**src/hid_pkg.sv**
```systemverilog
// Package for the host interface detect block: interface modes, pin field positions,
// strap masks and the settle time that follows reset.
// Assumes it is compiled before every other file of the block.
package hid_pkg;

   // **********************************************************************
   // Interface modes, one-hot.
   // **********************************************************************
   typedef enum logic [7:0] {
      HID_MODE_NONE = 8'h01,
      HID_MODE_UART = 8'h02,
      HID_MODE_SPI = 8'h04,
      HID_MODE_I2C = 8'h08,
      HID_MODE_PAR_SEP_DED = 8'h10,
      HID_MODE_PAR_SEP_MUX = 8'h20,
      HID_MODE_PAR_COM_DED = 8'h40,
      HID_MODE_PAR_COM_MUX = 8'h80
   } hid_mode_t;

   // **********************************************************************
   // Detector states, one-hot.
   // **********************************************************************
   typedef enum logic [2:0] {
      HID_ST_SETTLE = 3'h1,
      HID_ST_SAMPLE = 3'h2,
      HID_ST_LOCKED = 3'h4
   } hid_state_t;

   // Strap pattern, as read from the pins at the sampling moment.
   typedef struct packed {
      logic ale;
      logic i2c_sel;
      logic address_select_strap;
      logic [5:0] addr;
      logic read_strobe_n;
      logic write_strobe_n;
   } hid_strap_t;

   // Serial pin functions handed to the protocol engines.
   typedef struct packed {
      logic uart_rx;
      logic spi_nss;
      logic spi_mosi;
      logic spi_sck;
      logic i2c_sda_in;
      logic i2c_scl_in;
   } hid_serial_in_t;

   // Outputs that the engines want on the data pins.
   typedef struct packed {
      logic uart_tx;
      logic uart_aux_out;
      logic uart_data_request;
      logic spi_miso;
      logic i2c_sda_out;
   } hid_serial_out_t;

   // **********************************************************************
   // Pin positions and strap values.
   // **********************************************************************
   localparam int HID_PIN_SCL = 7;
   localparam int HID_PIN_MISO = 7;
   localparam int HID_PIN_MOSI = 6;
   localparam int HID_PIN_SCK = 5;
   localparam int HID_I2C_ADR_W = 7;
   localparam logic [5:0] HID_MUX_SEP_ADDR = 6'h07;
   localparam logic [5:0] HID_MUX_COM_ADDR = 6'h06;
   localparam logic [5:0] HID_MUX_MASK = 6'h3e;
   localparam logic [6:0] HID_I2C_ADR_RST = 7'h00;

   // Settle time after reset release before the straps are read.
   localparam int HID_SETTLE_NS = 100;
   localparam int HID_CLK_PERIOD_NS = 10;
   localparam int HID_SETTLE_CYC = (HID_SETTLE_NS + HID_CLK_PERIOD_NS - 1) / HID_CLK_PERIOD_NS;

endpackage : hid_pkg

```
**src/hid_strap_decode.sv**
```systemverilog
// Combinational decoder from a strap pattern to an interface mode.
// Assumes the pattern is already held stable by the caller.
`timescale 1ns/10ps
module hid_strap_decode
   import hid_pkg::*;
(
   // Pattern in.
   input wire hid_strap_t strap,
   // Decoded mode out.
   output hid_mode_t mode
);

   // **********************************************************************
   // Decode.
   // **********************************************************************

   // Parallel wins when the latch pin is high; serial patterns need idle strobes.
   always_comb begin
      mode = HID_MODE_NONE;
      if (strap.ale) begin
         // Dedicated address bus; the straps cannot tell the strobe styles apart here,
         // so the separate-strobe variant is always reported.
         mode = HID_MODE_PAR_SEP_DED;
      end else if ((strap.addr & HID_MUX_MASK) == (HID_MUX_COM_ADDR & HID_MUX_MASK) &&
                   !strap.i2c_sel) begin
         // Multiplexed: bit 0 high is separate strobes, low is common.
         if (strap.addr == HID_MUX_SEP_ADDR) begin
            mode = HID_MODE_PAR_SEP_MUX;
         end else begin
            mode = HID_MODE_PAR_COM_MUX;
         end
      end else if (strap.read_strobe_n && strap.write_strobe_n) begin
         if (strap.i2c_sel) begin
            mode = HID_MODE_I2C;
         end else if (strap.address_select_strap) begin
            mode = HID_MODE_SPI;
         end else begin
            mode = HID_MODE_UART;
         end
      end
   end

endmodule : hid_strap_decode

```
**src/hid_top.sv**
```systemverilog
// Host interface detect: samples straps after reset, latches the mode and routes pins.
// Assumes pins are synchronous to CORE_CLK and the host ties straps to fixed levels.
// Behaviour
// - Every reset restarts detection from scratch.
// - Straps sampled after reset select the interface.
// - I2C pin selects I2C; strap picks UART/SPI.
// - Serial pins take SPI, UART or I2C functions.
// - Latch pin and address straps pick parallel variants.
`timescale 1ns/10ps
module hid_top
   import hid_pkg::*;
#(
   parameter int SETTLE_CYC = HID_SETTLE_CYC
) (
   // Clock and reset.
   input wire logic CORE_CLK,
   input wire logic RST_N,
   // Strap and control pins.
   input wire logic ALE_IN,
   input wire logic I2C_SEL_IN,
   input wire logic ADDRESS_SELECT_STRAP,
   input wire logic [5:0] ADDR_IN,
   input wire logic READ_STROBE_N,
   input wire logic WRITE_STROBE_N,
   // Serial data pin, two-way.
   input wire logic SDA_IN,
   output logic SDA_OUT,
   output logic SDA_OE,
   // Data pins, two-way.
   input wire logic [7:0] DATA_IN,
   output logic [7:0] DATA_OUT,
   output logic [7:0] DATA_OE,
   // Engine side.
   input wire hid_serial_out_t SER_OUT,
   output hid_serial_in_t SER_IN,
   output logic [6:0] I2C_ADDR,
   output hid_mode_t MODE,
   output logic MODE_VALID
);

   // **********************************************************************
   // Detection sequence.
   // **********************************************************************

   hid_state_t state; // Detector state.
   logic [7:0] settle_cnt; // Cycles already spent in settle, counted up from zero.
   hid_strap_t strap_now; // Live strap pattern.
   hid_mode_t decoded; // Mode decoded from the live pattern.

   assign strap_now = '{ale: ALE_IN, i2c_sel: I2C_SEL_IN,
                        address_select_strap: ADDRESS_SELECT_STRAP, addr: ADDR_IN,
                        read_strobe_n: READ_STROBE_N, write_strobe_n: WRITE_STROBE_N};

   // The decoder looks at live pins; only the sampled result is ever used.
   hid_strap_decode hid_strap_decode_i (
      .strap(strap_now),
      .mode(decoded)
   );

   // Reset drops back to settle, so every reset re-runs detection.
   always_ff @(posedge CORE_CLK or negedge RST_N) begin
      if (!RST_N) begin
         state <= HID_ST_SETTLE;
         settle_cnt <= 8'h00;
      end else begin
         case (state)
            HID_ST_SETTLE: begin
               // Waiting lets the straps settle after the reset phase.
               if (settle_cnt >= 8'(SETTLE_CYC - 1)) begin
                  state <= HID_ST_SAMPLE;
               end else begin
                  settle_cnt <= settle_cnt + 8'h01;
               end
            end
            HID_ST_SAMPLE: begin
               state <= HID_ST_LOCKED;
            end
            HID_ST_LOCKED: begin
               state <= HID_ST_LOCKED;
            end
            default: begin
               state <= HID_ST_SETTLE;
            end
         endcase
      end
   end

   // The mode is caught once; later strap changes are ignored until reset.
   always_ff @(posedge CORE_CLK or negedge RST_N) begin
      if (!RST_N) begin
         MODE <= HID_MODE_NONE;
         MODE_VALID <= 1'b0;
      end else if (state == HID_ST_SAMPLE) begin
         MODE <= decoded;
         MODE_VALID <= 1'b1;
      end
   end

   // The I2C address is the strap level on data pins 6 down to 0, with address bit 0 taken from pin 6.
   always_ff @(posedge CORE_CLK or negedge RST_N) begin
      if (!RST_N) begin
         I2C_ADDR <= HID_I2C_ADR_RST;
      end else if (state == HID_ST_SAMPLE) begin
         for (int i = 0; i < HID_I2C_ADR_W; i++) begin
            I2C_ADDR[i] <= DATA_IN[6 - i];
         end
      end
   end

   // **********************************************************************
   // Pin routing.
   // **********************************************************************

   // Inputs are gated to the selected mode so idle engines see quiet lines.
   always_comb begin
      SER_IN = '0;
      SER_IN.spi_nss = 1'b1;
      SER_IN.uart_rx = 1'b1;
      SER_IN.i2c_sda_in = 1'b1;
      SER_IN.i2c_scl_in = 1'b1;
      case (MODE)
         HID_MODE_UART: begin
            SER_IN.uart_rx = SDA_IN;
         end
         HID_MODE_SPI: begin
            SER_IN.spi_nss = SDA_IN;
            SER_IN.spi_mosi = DATA_IN[HID_PIN_MOSI];
            SER_IN.spi_sck = DATA_IN[HID_PIN_SCK];
         end
         HID_MODE_I2C: begin
            SER_IN.i2c_sda_in = SDA_IN;
            SER_IN.i2c_scl_in = DATA_IN[HID_PIN_SCL];
         end
         default: begin
            SER_IN.uart_rx = 1'b1;
         end
      endcase
   end

   // Output drivers come from flip-flops; nothing drives before a mode is locked.
   always_ff @(posedge CORE_CLK or negedge RST_N) begin
      if (!RST_N) begin
         SDA_OUT <= 1'b0;
         SDA_OE <= 1'b0;
         DATA_OUT <= 8'h00;
         DATA_OE <= 8'h00;
      end else begin
         SDA_OUT <= 1'b0;
         SDA_OE <= 1'b0;
         DATA_OUT <= 8'h00;
         DATA_OE <= 8'h00;
         case (MODE)
            HID_MODE_UART: begin
               DATA_OUT[7] <= SER_OUT.uart_tx;
               DATA_OUT[6] <= SER_OUT.uart_aux_out;
               DATA_OUT[5] <= SER_OUT.uart_data_request;
               DATA_OE <= 8'he0;
            end
            HID_MODE_SPI: begin
               DATA_OUT[HID_PIN_MISO] <= SER_OUT.spi_miso;
               DATA_OE <= 8'h80;
            end
            HID_MODE_I2C: begin
               // Open drain: drive only the low level.
               SDA_OE <= !SER_OUT.i2c_sda_out;
            end
            default: begin
               SDA_OE <= 1'b0;
            end
         endcase
      end
   end

   // **********************************************************************
   // Checks.
   // **********************************************************************

   a_mode_held: assert property (@(posedge CORE_CLK) disable iff (!RST_N)
      MODE_VALID |=> $stable(MODE) && MODE_VALID)
      else $error("Mode changed after lock.");

   a_sample_latch: assert property (@(posedge CORE_CLK) disable iff (!RST_N)
      state == HID_ST_SAMPLE |=> MODE == $past(decoded) && MODE_VALID)
      else $error("Sampled mode not latched.");

   a_reset_redetect: assert property (@(posedge CORE_CLK) disable iff (!RST_N)
      $rose(MODE_VALID) |-> $past(state) == HID_ST_SAMPLE)
      else $error("Mode valid without sampling.");

   a_i2c_pick: assert property (@(posedge CORE_CLK) disable iff (!RST_N)
      state == HID_ST_SAMPLE && !ALE_IN && I2C_SEL_IN && READ_STROBE_N && WRITE_STROBE_N
      |=> MODE == HID_MODE_I2C)
      else $error("I2C strap not honoured.");

   a_spi_pick: assert property (@(posedge CORE_CLK) disable iff (!RST_N)
      state == HID_ST_SAMPLE && !ALE_IN && !I2C_SEL_IN && ADDRESS_SELECT_STRAP &&
      ADDR_IN == 6'h00 && READ_STROBE_N && WRITE_STROBE_N |=> MODE == HID_MODE_SPI)
      else $error("SPI strap not honoured.");

   a_ale_pick: assert property (@(posedge CORE_CLK) disable iff (!RST_N)
      state == HID_ST_SAMPLE && ALE_IN |=> MODE == HID_MODE_PAR_SEP_DED)
      else $error("Dedicated bus strap not honoured.");

   a_mux_pick: assert property (@(posedge CORE_CLK) disable iff (!RST_N)
      state == HID_ST_SAMPLE && !ALE_IN && !I2C_SEL_IN && ADDR_IN[5:1] == 5'h03
      |=> MODE == ($past(ADDR_IN[0]) ? HID_MODE_PAR_SEP_MUX : HID_MODE_PAR_COM_MUX))
      else $error("Multiplexed bus strap not honoured.");

   a_spi_route: assert property (@(posedge CORE_CLK) disable iff (!RST_N)
      MODE == HID_MODE_SPI |-> SER_IN.spi_nss == SDA_IN &&
      SER_IN.spi_sck == DATA_IN[HID_PIN_SCK])
      else $error("SPI pins misrouted.");

   a_uart_drive: assert property (@(posedge CORE_CLK) disable iff (!RST_N)
      MODE == HID_MODE_UART && $past(MODE) == HID_MODE_UART |=> DATA_OE == 8'he0)
      else $error("UART outputs not driven.");

   a_no_early_drive: assert property (@(posedge CORE_CLK) disable iff (!RST_N)
      !MODE_VALID |=> DATA_OE == 8'h00 && !SDA_OE)
      else $error("Pins driven before lock.");

endmodule : hid_top

```
**config.mk**
```make
export PLATFORM = sky130hd
export DESIGN_NAME = hid_top
export DESIGN_NICKNAME = d
export VERILOG_FILES = /design/src/hid_pkg.sv /design/src/hid_strap_decode.sv /design/src/hid_top.sv
export SDC_FILE = /design/constraint.sdc
export NUM_CORES = 1
export LEC_CHECK = 0
export BUFFER_PORTS_ARGS = -buffer_cell sky130_fd_sc_hd__buf_4
export CAP_MARGIN = 25
export CORE_UTILIZATION = 42
export DETAILED_ROUTE_END_ITERATION = 12
export PLACE_DENSITY_LB_ADDON = 0.3
export SLEW_MARGIN = 25
export SYNTH_ARGS = -nofsm -noshare
export SYNTH_HDL_FRONTEND = slang
export SYNTH_SLANG_ARGS = --single-unit
```
**constraint.sdc**
```tcl
create_clock -name CORE_CLK -period 1.66 [get_ports CORE_CLK]
set_input_delay 0.249 -clock CORE_CLK [delete_from_list [all_inputs] [get_ports CORE_CLK]]
set_output_delay 0.249 -clock CORE_CLK [all_outputs]
set_load 0.01 [all_outputs]
```
==> results of run 1 <==
-- stage by stage --
step	hold slack, ns	TNS (ns)	instances	instance area (µm²)
2_1_floorplan	-0.0466	-0.0306	154	1550
3_3_place_gp	0.203	-0.134	249	2000
3_5_place_dp	0.208	-0.310	249	2000
4_1_cts	0.0500	-1.95	260	2110
5_1_grt	0.0410	-2.41	262	2170
6_report	0.0617	-1.80	262	2170
-- cells in the mapped netlist, types with 3 or more instances --
library cell  count
a21oi_1           3
and2_1            5
buf_4            13
clkbuf_1          4
dfrtp_1          30
ha_1              3
inv_1             3
nand2_1          30
nand2b_1          6
nand3b_1          3
nor2_1            6
-- area by class of cell --
class / instances / share of cell area (%)
clock buffer: 8 / 2.72
inverter: 3 / 0.520
multi-input combinational: 100 / 31.1
sequential: 32 / 37.1
tap: 46 / 2.66
timing repair buffer: 73 / 25.9
-- sequential cells by signal (all words and copies together) (netlist names) --
| name | cells |
|---|---|
| DATA_OE | 2 |
| DATA_OUT | 3 |
| I2C_ADDR | 7 |
| MODE | 7 |
| MODE_VALID | 1 |
| SDA_OE | 1 |
| settle_cnt | 8 |
| state | 3 |
-- final timing paths --
kind	start	end	slack, ns	cells after the start
max in group asynchronous	RST_N	MODE[0]$_DFFE_PN1N_	0.94	2
setup / recovery	MODE[0]$_DFFE_PN1N_	SER_IN[5]	-0.32	5
setup reg to reg	settle_cnt[0]$_DFFE_PN0P_	settle_cnt[1]$_DFFE_PN0P_	-0.06	5
hold / removal	SER_OUT[0]	SDA_OE$_DFF_PN0_	0.06	2
min in group asynchronous	RST_N	DATA_OE[6]$_DFF_PN0_	0.39	2
hold reg to reg	settle_cnt[7]$_DFFE_PN0P_	settle_cnt[7]$_DFFE_PN0P_	0.39	0
-- power breakdown --
part | switching (mW) | internal (mW) | total, mW | leakage, nW
logic | 0.0743 | 0.0849 | 0.159 | 0.615
registers | 0.0115 | 0.794 | 0.806 | 0.400
clock network | 0.251 | 0.209 | 0.460 | 0.0326
-- per-layer routing --
metal	global-route usage [%]	up-vias
met1	21.6	572
met2	31.9	48
li1	-	599
met5	0	-
met4	8.89	0
met3	5.38	4
-- logic make-up (layout without fill, tap and decap cells) --
kind of cell / count (synthesis) / after routing / share of synthesized area, %
multiplexers: 1 / 1 / 0.744
adder cells (fa/ha/maj): 3 / 3 / 2.48
AND/OR/NAND/NOR: 66 / 66 / 23.9
other: 1 / 12 / 0.248
buffers and inverters: 22 / 84 / 8.85
XOR/XNOR: 3 / 3 / 1.74
flip-flops: 32 / 32 / 53.1
AO/OA/AOI/OAI: 15 / 15 / 8.93
-- timing repair --
| action | CTS | global route |
|---|---|---|
| hold endpoints to repair | 30 | 0 |
| setup endpoints to repair | 7 | 11 |
| pin swaps | 4 | 3 |
| hold buffers | 1 | 0 |
| buffers inserted | 2 | 4 |
| resized for setup | 6 | 7 |
==> metrics, run 1 <==
CP endpoint kind=output port; H-Tree Depth=2; FFs w/ async S/R, synth=100%; die area=3850 µm²; highest metal used=met4; yosys warns=0; fillers=272; IO Count=67; top cells by area, synth=dfrtp_1, nand2_1, buf_4; ANT nets after route=0; vias=1223; CP required=1.41 ns; cell chain of the critical path=or4_4 > buf_6 > nor3_4 > nand2b_1 > buf_6; Largest stage delay, worst path=0.57 ns; Critical-path top delay cell=or4_4; grt ovf=0; failing checks=setup timing; first-pass GRT wire length=5040 µm; Metal-1 WL=1310 µm; pre-CTS setup slack=-0.0999 ns; Power Density=658 nW/µm²; Port Buffer Count=54; DRT iter0 DRCs=30; CTS buffer count=5; setup violators final=7; Top cell by count, worst path=buf_6; vias per cell=4.67; # clock sinks=32; critical path class=flop to output port; critical path peak fanout=3; DIE WIDTH=62.0 µm; Die Span Y=62.0 µm; final core occ=63.9%; antenna violations before repair=0; Overall Global Routing Usage=18.7%; Wirelength per Cell=12.6 µm; most common cell after layout, fill and taps aside=buf_4; Hold Fails Final Rpt=0; Worst-path clk slew=0.10 ns; vias in the first global route=1172; synth-to-layout area growth=43.2%; worst vdd ir=0.000545 V; Synth Register Bits=32; syn avg cell area=10.6 µm²; EDFF count, synth=0; max-slew violations=0; core area=3390 µm²; Cell variety after synth=37; clock buffer depth=2; share of the synthesized area in the top cell type=49.6%; area leader, netlist=dfrtp_1; share of cells above drive strength 1=46.3%; Register Area=803 µm²; final setup margin=-0.324 ns; max-cap viol count=0; Post-DP HPWL=2510 µm; cells after synthesis=143; fmax=504 MHz; drt drc=0; final worst path period need=1.98 ns; Hold Path Class=input port to flop; DR pass1 iterations=4; TritonCTS clock tree=built; diodes inserted=0; pin count of the biggest net entering global routing=33; total power=1.43 mW; Setup crit start kind=flop; most frequent cells in the layout=buf_4, dfrtp_1, nand2_1, conb_1; fin crit share=120%; Clk Latency, worst-skew pair=0.32 ns; DR WL met3=189 µm; status=finished with violations; wire length on met2=1750 µm; clk_skew=0.00609 ns; RSZ-0062 raised after global routing=yes; post-synthesis sequential area ratio=53.1%; clk root buf=clkbuf_4; nets=245; cell row count=21; Worst EP arrival=1.73 ns; WP buf/inv=2; top cell family by delay on the critical path=simple AND/OR/NAND/NOR gates; Initial Utilization=44.6%; GPL Wtd Cong=0.704; top_reg_cell synth=dfrtp_1; Mapped Area=1510 µm²; footprint of the multi-input gates=673 µm²; Leakage=1.05 nW; Final Routed Wirelength=3290 µm
(Power assumes the default switching activity.)
==> inputs of run 2 (changes only) <==
--- a/config.mk
+++ b/config.mk
@@ -9,6 +9,8 @@
 export CAP_MARGIN = 25
 export CORE_UTILIZATION = 42
 export DETAILED_ROUTE_END_ITERATION = 12
+export GPL_ROUTABILITY_DRIVEN = 0
+export HOLD_SLACK_MARGIN = 0.12
 export PLACE_DENSITY_LB_ADDON = 0.3
 export SLEW_MARGIN = 25
 export SYNTH_ARGS = -nofsm -noshare
==> run 2 against run 1 <==
Compared with the run above:
- the run still ends with setup timing left
- critical path type unchanged
- highest routed layer unchanged
- setup slack got worse by 0.0056 ns
- worst hold slack improved by 0.071 ns
- die area did not move
- clock skew rose by 0.0040 ns
- largest cell class unchanged
- via count rose by 2.9%
- first-iteration DRC count fell by 20%
- clock power barely moved
- sequential cell count did not move
- global-route usage rose by 0.83 points
- cell area rose by 3.7%
- fmax fell by 0.28%
==> metrics, run 2 (synthesis gave the netlist of run 1 again) <==
max reg flops=8 (unchanged); CTS buffer count=5 (unchanged); Worst EP arrival=1.74 ns (about the same); H-Tree Depth=2 (unchanged); setup_tns=-1.88 ns (-0.0783 ns); synth-to-layout area growth=48.5%; nets=253 (+3.3%); ANT nets after route=0 (unchanged); clk_skew=0.0101 ns (+0.00402 ns); clk root buf=clkbuf_4; grt ovf=0 (unchanged); core area=3390 µm² (unchanged); most common cell after layout, fill and taps aside=buf_4; RR Endpoint=settle_cnt[1]$_DFFE_PN0P_; TritonCTS clock tree=built; fillers=254 (-6.6%); Power Density=643 nW/µm² (-2.3%); Wirelength per Cell=12.9 µm (+2.5%); final worst path period need=1.99 ns (+0.00557 ns); diodes inserted=0 (unchanged); pin count of the biggest net entering global routing=33 (unchanged); final core occ=66.3% (+2.4 points); worst vdd ir=0.000542 V (-0.70%); die area=3850 µm² (unchanged); fin crit share=120% (+0.34 points); max-slew violations=0 (unchanged); total power=1.44 mW (+1.4%); DRT iter0 DRCs=24 (-20%); crit path from=MODE[0]$_DFFE_PN1N_; min-delay src=DATA_IN[5]; clock buffer depth=2 (unchanged); vias=1258 (+2.9%); DR pass1 iterations=4 (unchanged); RSZ-0062 raised after global routing=yes; critical path class=flop to output port; vias in the first global route=1219 (+4.0%); Hold Path Class=input port to flop; Setup crit start kind=flop; IO Count=67 (unchanged); setup violators final=7 (unchanged); first-pass GRT wire length=5260 µm (+4.2%); Initial Utilization=44.6% (unchanged); Port Buffer Count=54 (unchanged); Final Routed Wirelength=3480 µm (+5.7%); drt drc=0 (unchanged); Clk Latency, worst-skew pair=0.32 ns (about the same); reg2reg start=settle_cnt[0]$_DFFE_PN0P_; Worst R2R Path Depth=5 (unchanged); # clock sinks=32 (unchanged); Die Span Y=62.0 µm (unchanged); Hold Fails Final Rpt=0 (unchanged); Worst-path clk slew=0.10 ns (about the same); worst setup path end=SER_IN[5]; antenna violations before repair=0 (unchanged); DIE WIDTH=62.0 µm (unchanged); fmax=503 MHz (-0.28%); Overall Global Routing Usage=19.5% (+0.83 points); failing checks=setup timing; cell row count=21 (unchanged); CP required=1.41 ns (about the same); largest register by flop count=settle_cnt; max-cap viol count=0 (unchanged); share of cells above drive strength 1=44.6% (-1.7 points); CP endpoint kind=output port; Largest regs=settle_cnt x8, I2C_ADDR x7, MODE x7; vias per cell=4.66 (-0.19%); critical path peak fanout=3 (unchanged); status=finished with violations; reg2reg setup slack=-0.06 ns (about the same); most frequent cells in the layout=buf_4, dfrtp_1, nand2_1, conb_1, dlygate4sd3_1; Post-DP HPWL=2510 µm (unchanged); final setup margin=-0.329 ns (-0.00557 ns); Leakage=1.08 nW (+3.2%)
[run 2: cell count changes in the layout (fill, tap and decap cells not counted), sizes merged]
cell | before | now
dlygate4sd3 | 1 | 9
[run 2: area by class of cell]
type,count,area [µm²],share of cell area [%]
inverter,3,11.3,0.501
clock buffer,8,58.8,2.62
sequential,32,803,35.8
timing repair buffer,81,642,28.6
tap,46,57.6,2.56
multi-input combinational,100,673,30.0
[run 2: worst min-delay path by stage]
stage | endpoint | slack [ns] | cells past startpoint
5_1_grt | I2C_ADDR[1]$_DFFE_PN0N_ | 0.12 | 3
6_report | I2C_ADDR[1]$_DFFE_PN0N_ | 0.13 | 3
4_1_cts | DATA_OUT[5]$_DFF_PN0_ | 0.12 | 2
3_5_place_dp | DATA_OUT[6]$_DFF_PN0_ | 0.21 | 1
3_3_place_gp | settle_cnt[2]$_DFFE_PN0P_ | 0.20 | 1
2_1_floorplan | DATA_OE[6]$_DFF_PN0_ | -0.05 | 0
[run 2: metrics by stage]
stage	area (µm²)	cells	hold slack (ns)	setup WS [ns]
floorplan	1550	154	-0.0466	-0.0306
global placement	2000	249	0.203	-0.0456
detailed placement	2000	249	0.208	-0.0999
CTS	2180	267	0.124	-0.345
global route	2250	270	0.120	-0.431
finish	2250	270	0.133	-0.329
[run 2: worst max-delay path: stages (launching register included)]
cell and delay (ns):
dfstp_2 0.40, or4_4 0.57, buf_6 0.14, nor3_4 0.11, nand2b_1 0.08, buf_6 0.12
[run 2: layer usage]
| layer | part of all wire (%) | routed length [µm] | up-vias | global-route usage [%] |
|---|---|---|---|---|
| met5 | 0 | 0 | - | 0 |
| met4 | 1.4 | 47 | 0 | 8.89 |
| met3 | 4.9 | 171 | 5 | 5.38 |
| met2 | 54 | 1880 | 47 | 34.5 |
| met1 | 40 | 1380 | 591 | 21.8 |
| li1 | - | - | 615 | - |
[run 2: power breakdown]
| part | internal (mW) | switching [mW] | leakage, nW |
|---|---|---|---|
| clock | 0.209 | 0.254 | 0.0326 |
| sequential | 0.794 | 0.0116 | 0.400 |
| combinational | 0.0972 | 0.0788 | 0.648 |
[run 2: timing repair]
action	4_1_cts	5_1_grt
setup buffers	2	4
endpoints found under the hold margin	37	1
hold buffers	8	1
pin swaps	4	3
setup endpoints to repair	7	11
gates resized for setup	6	7
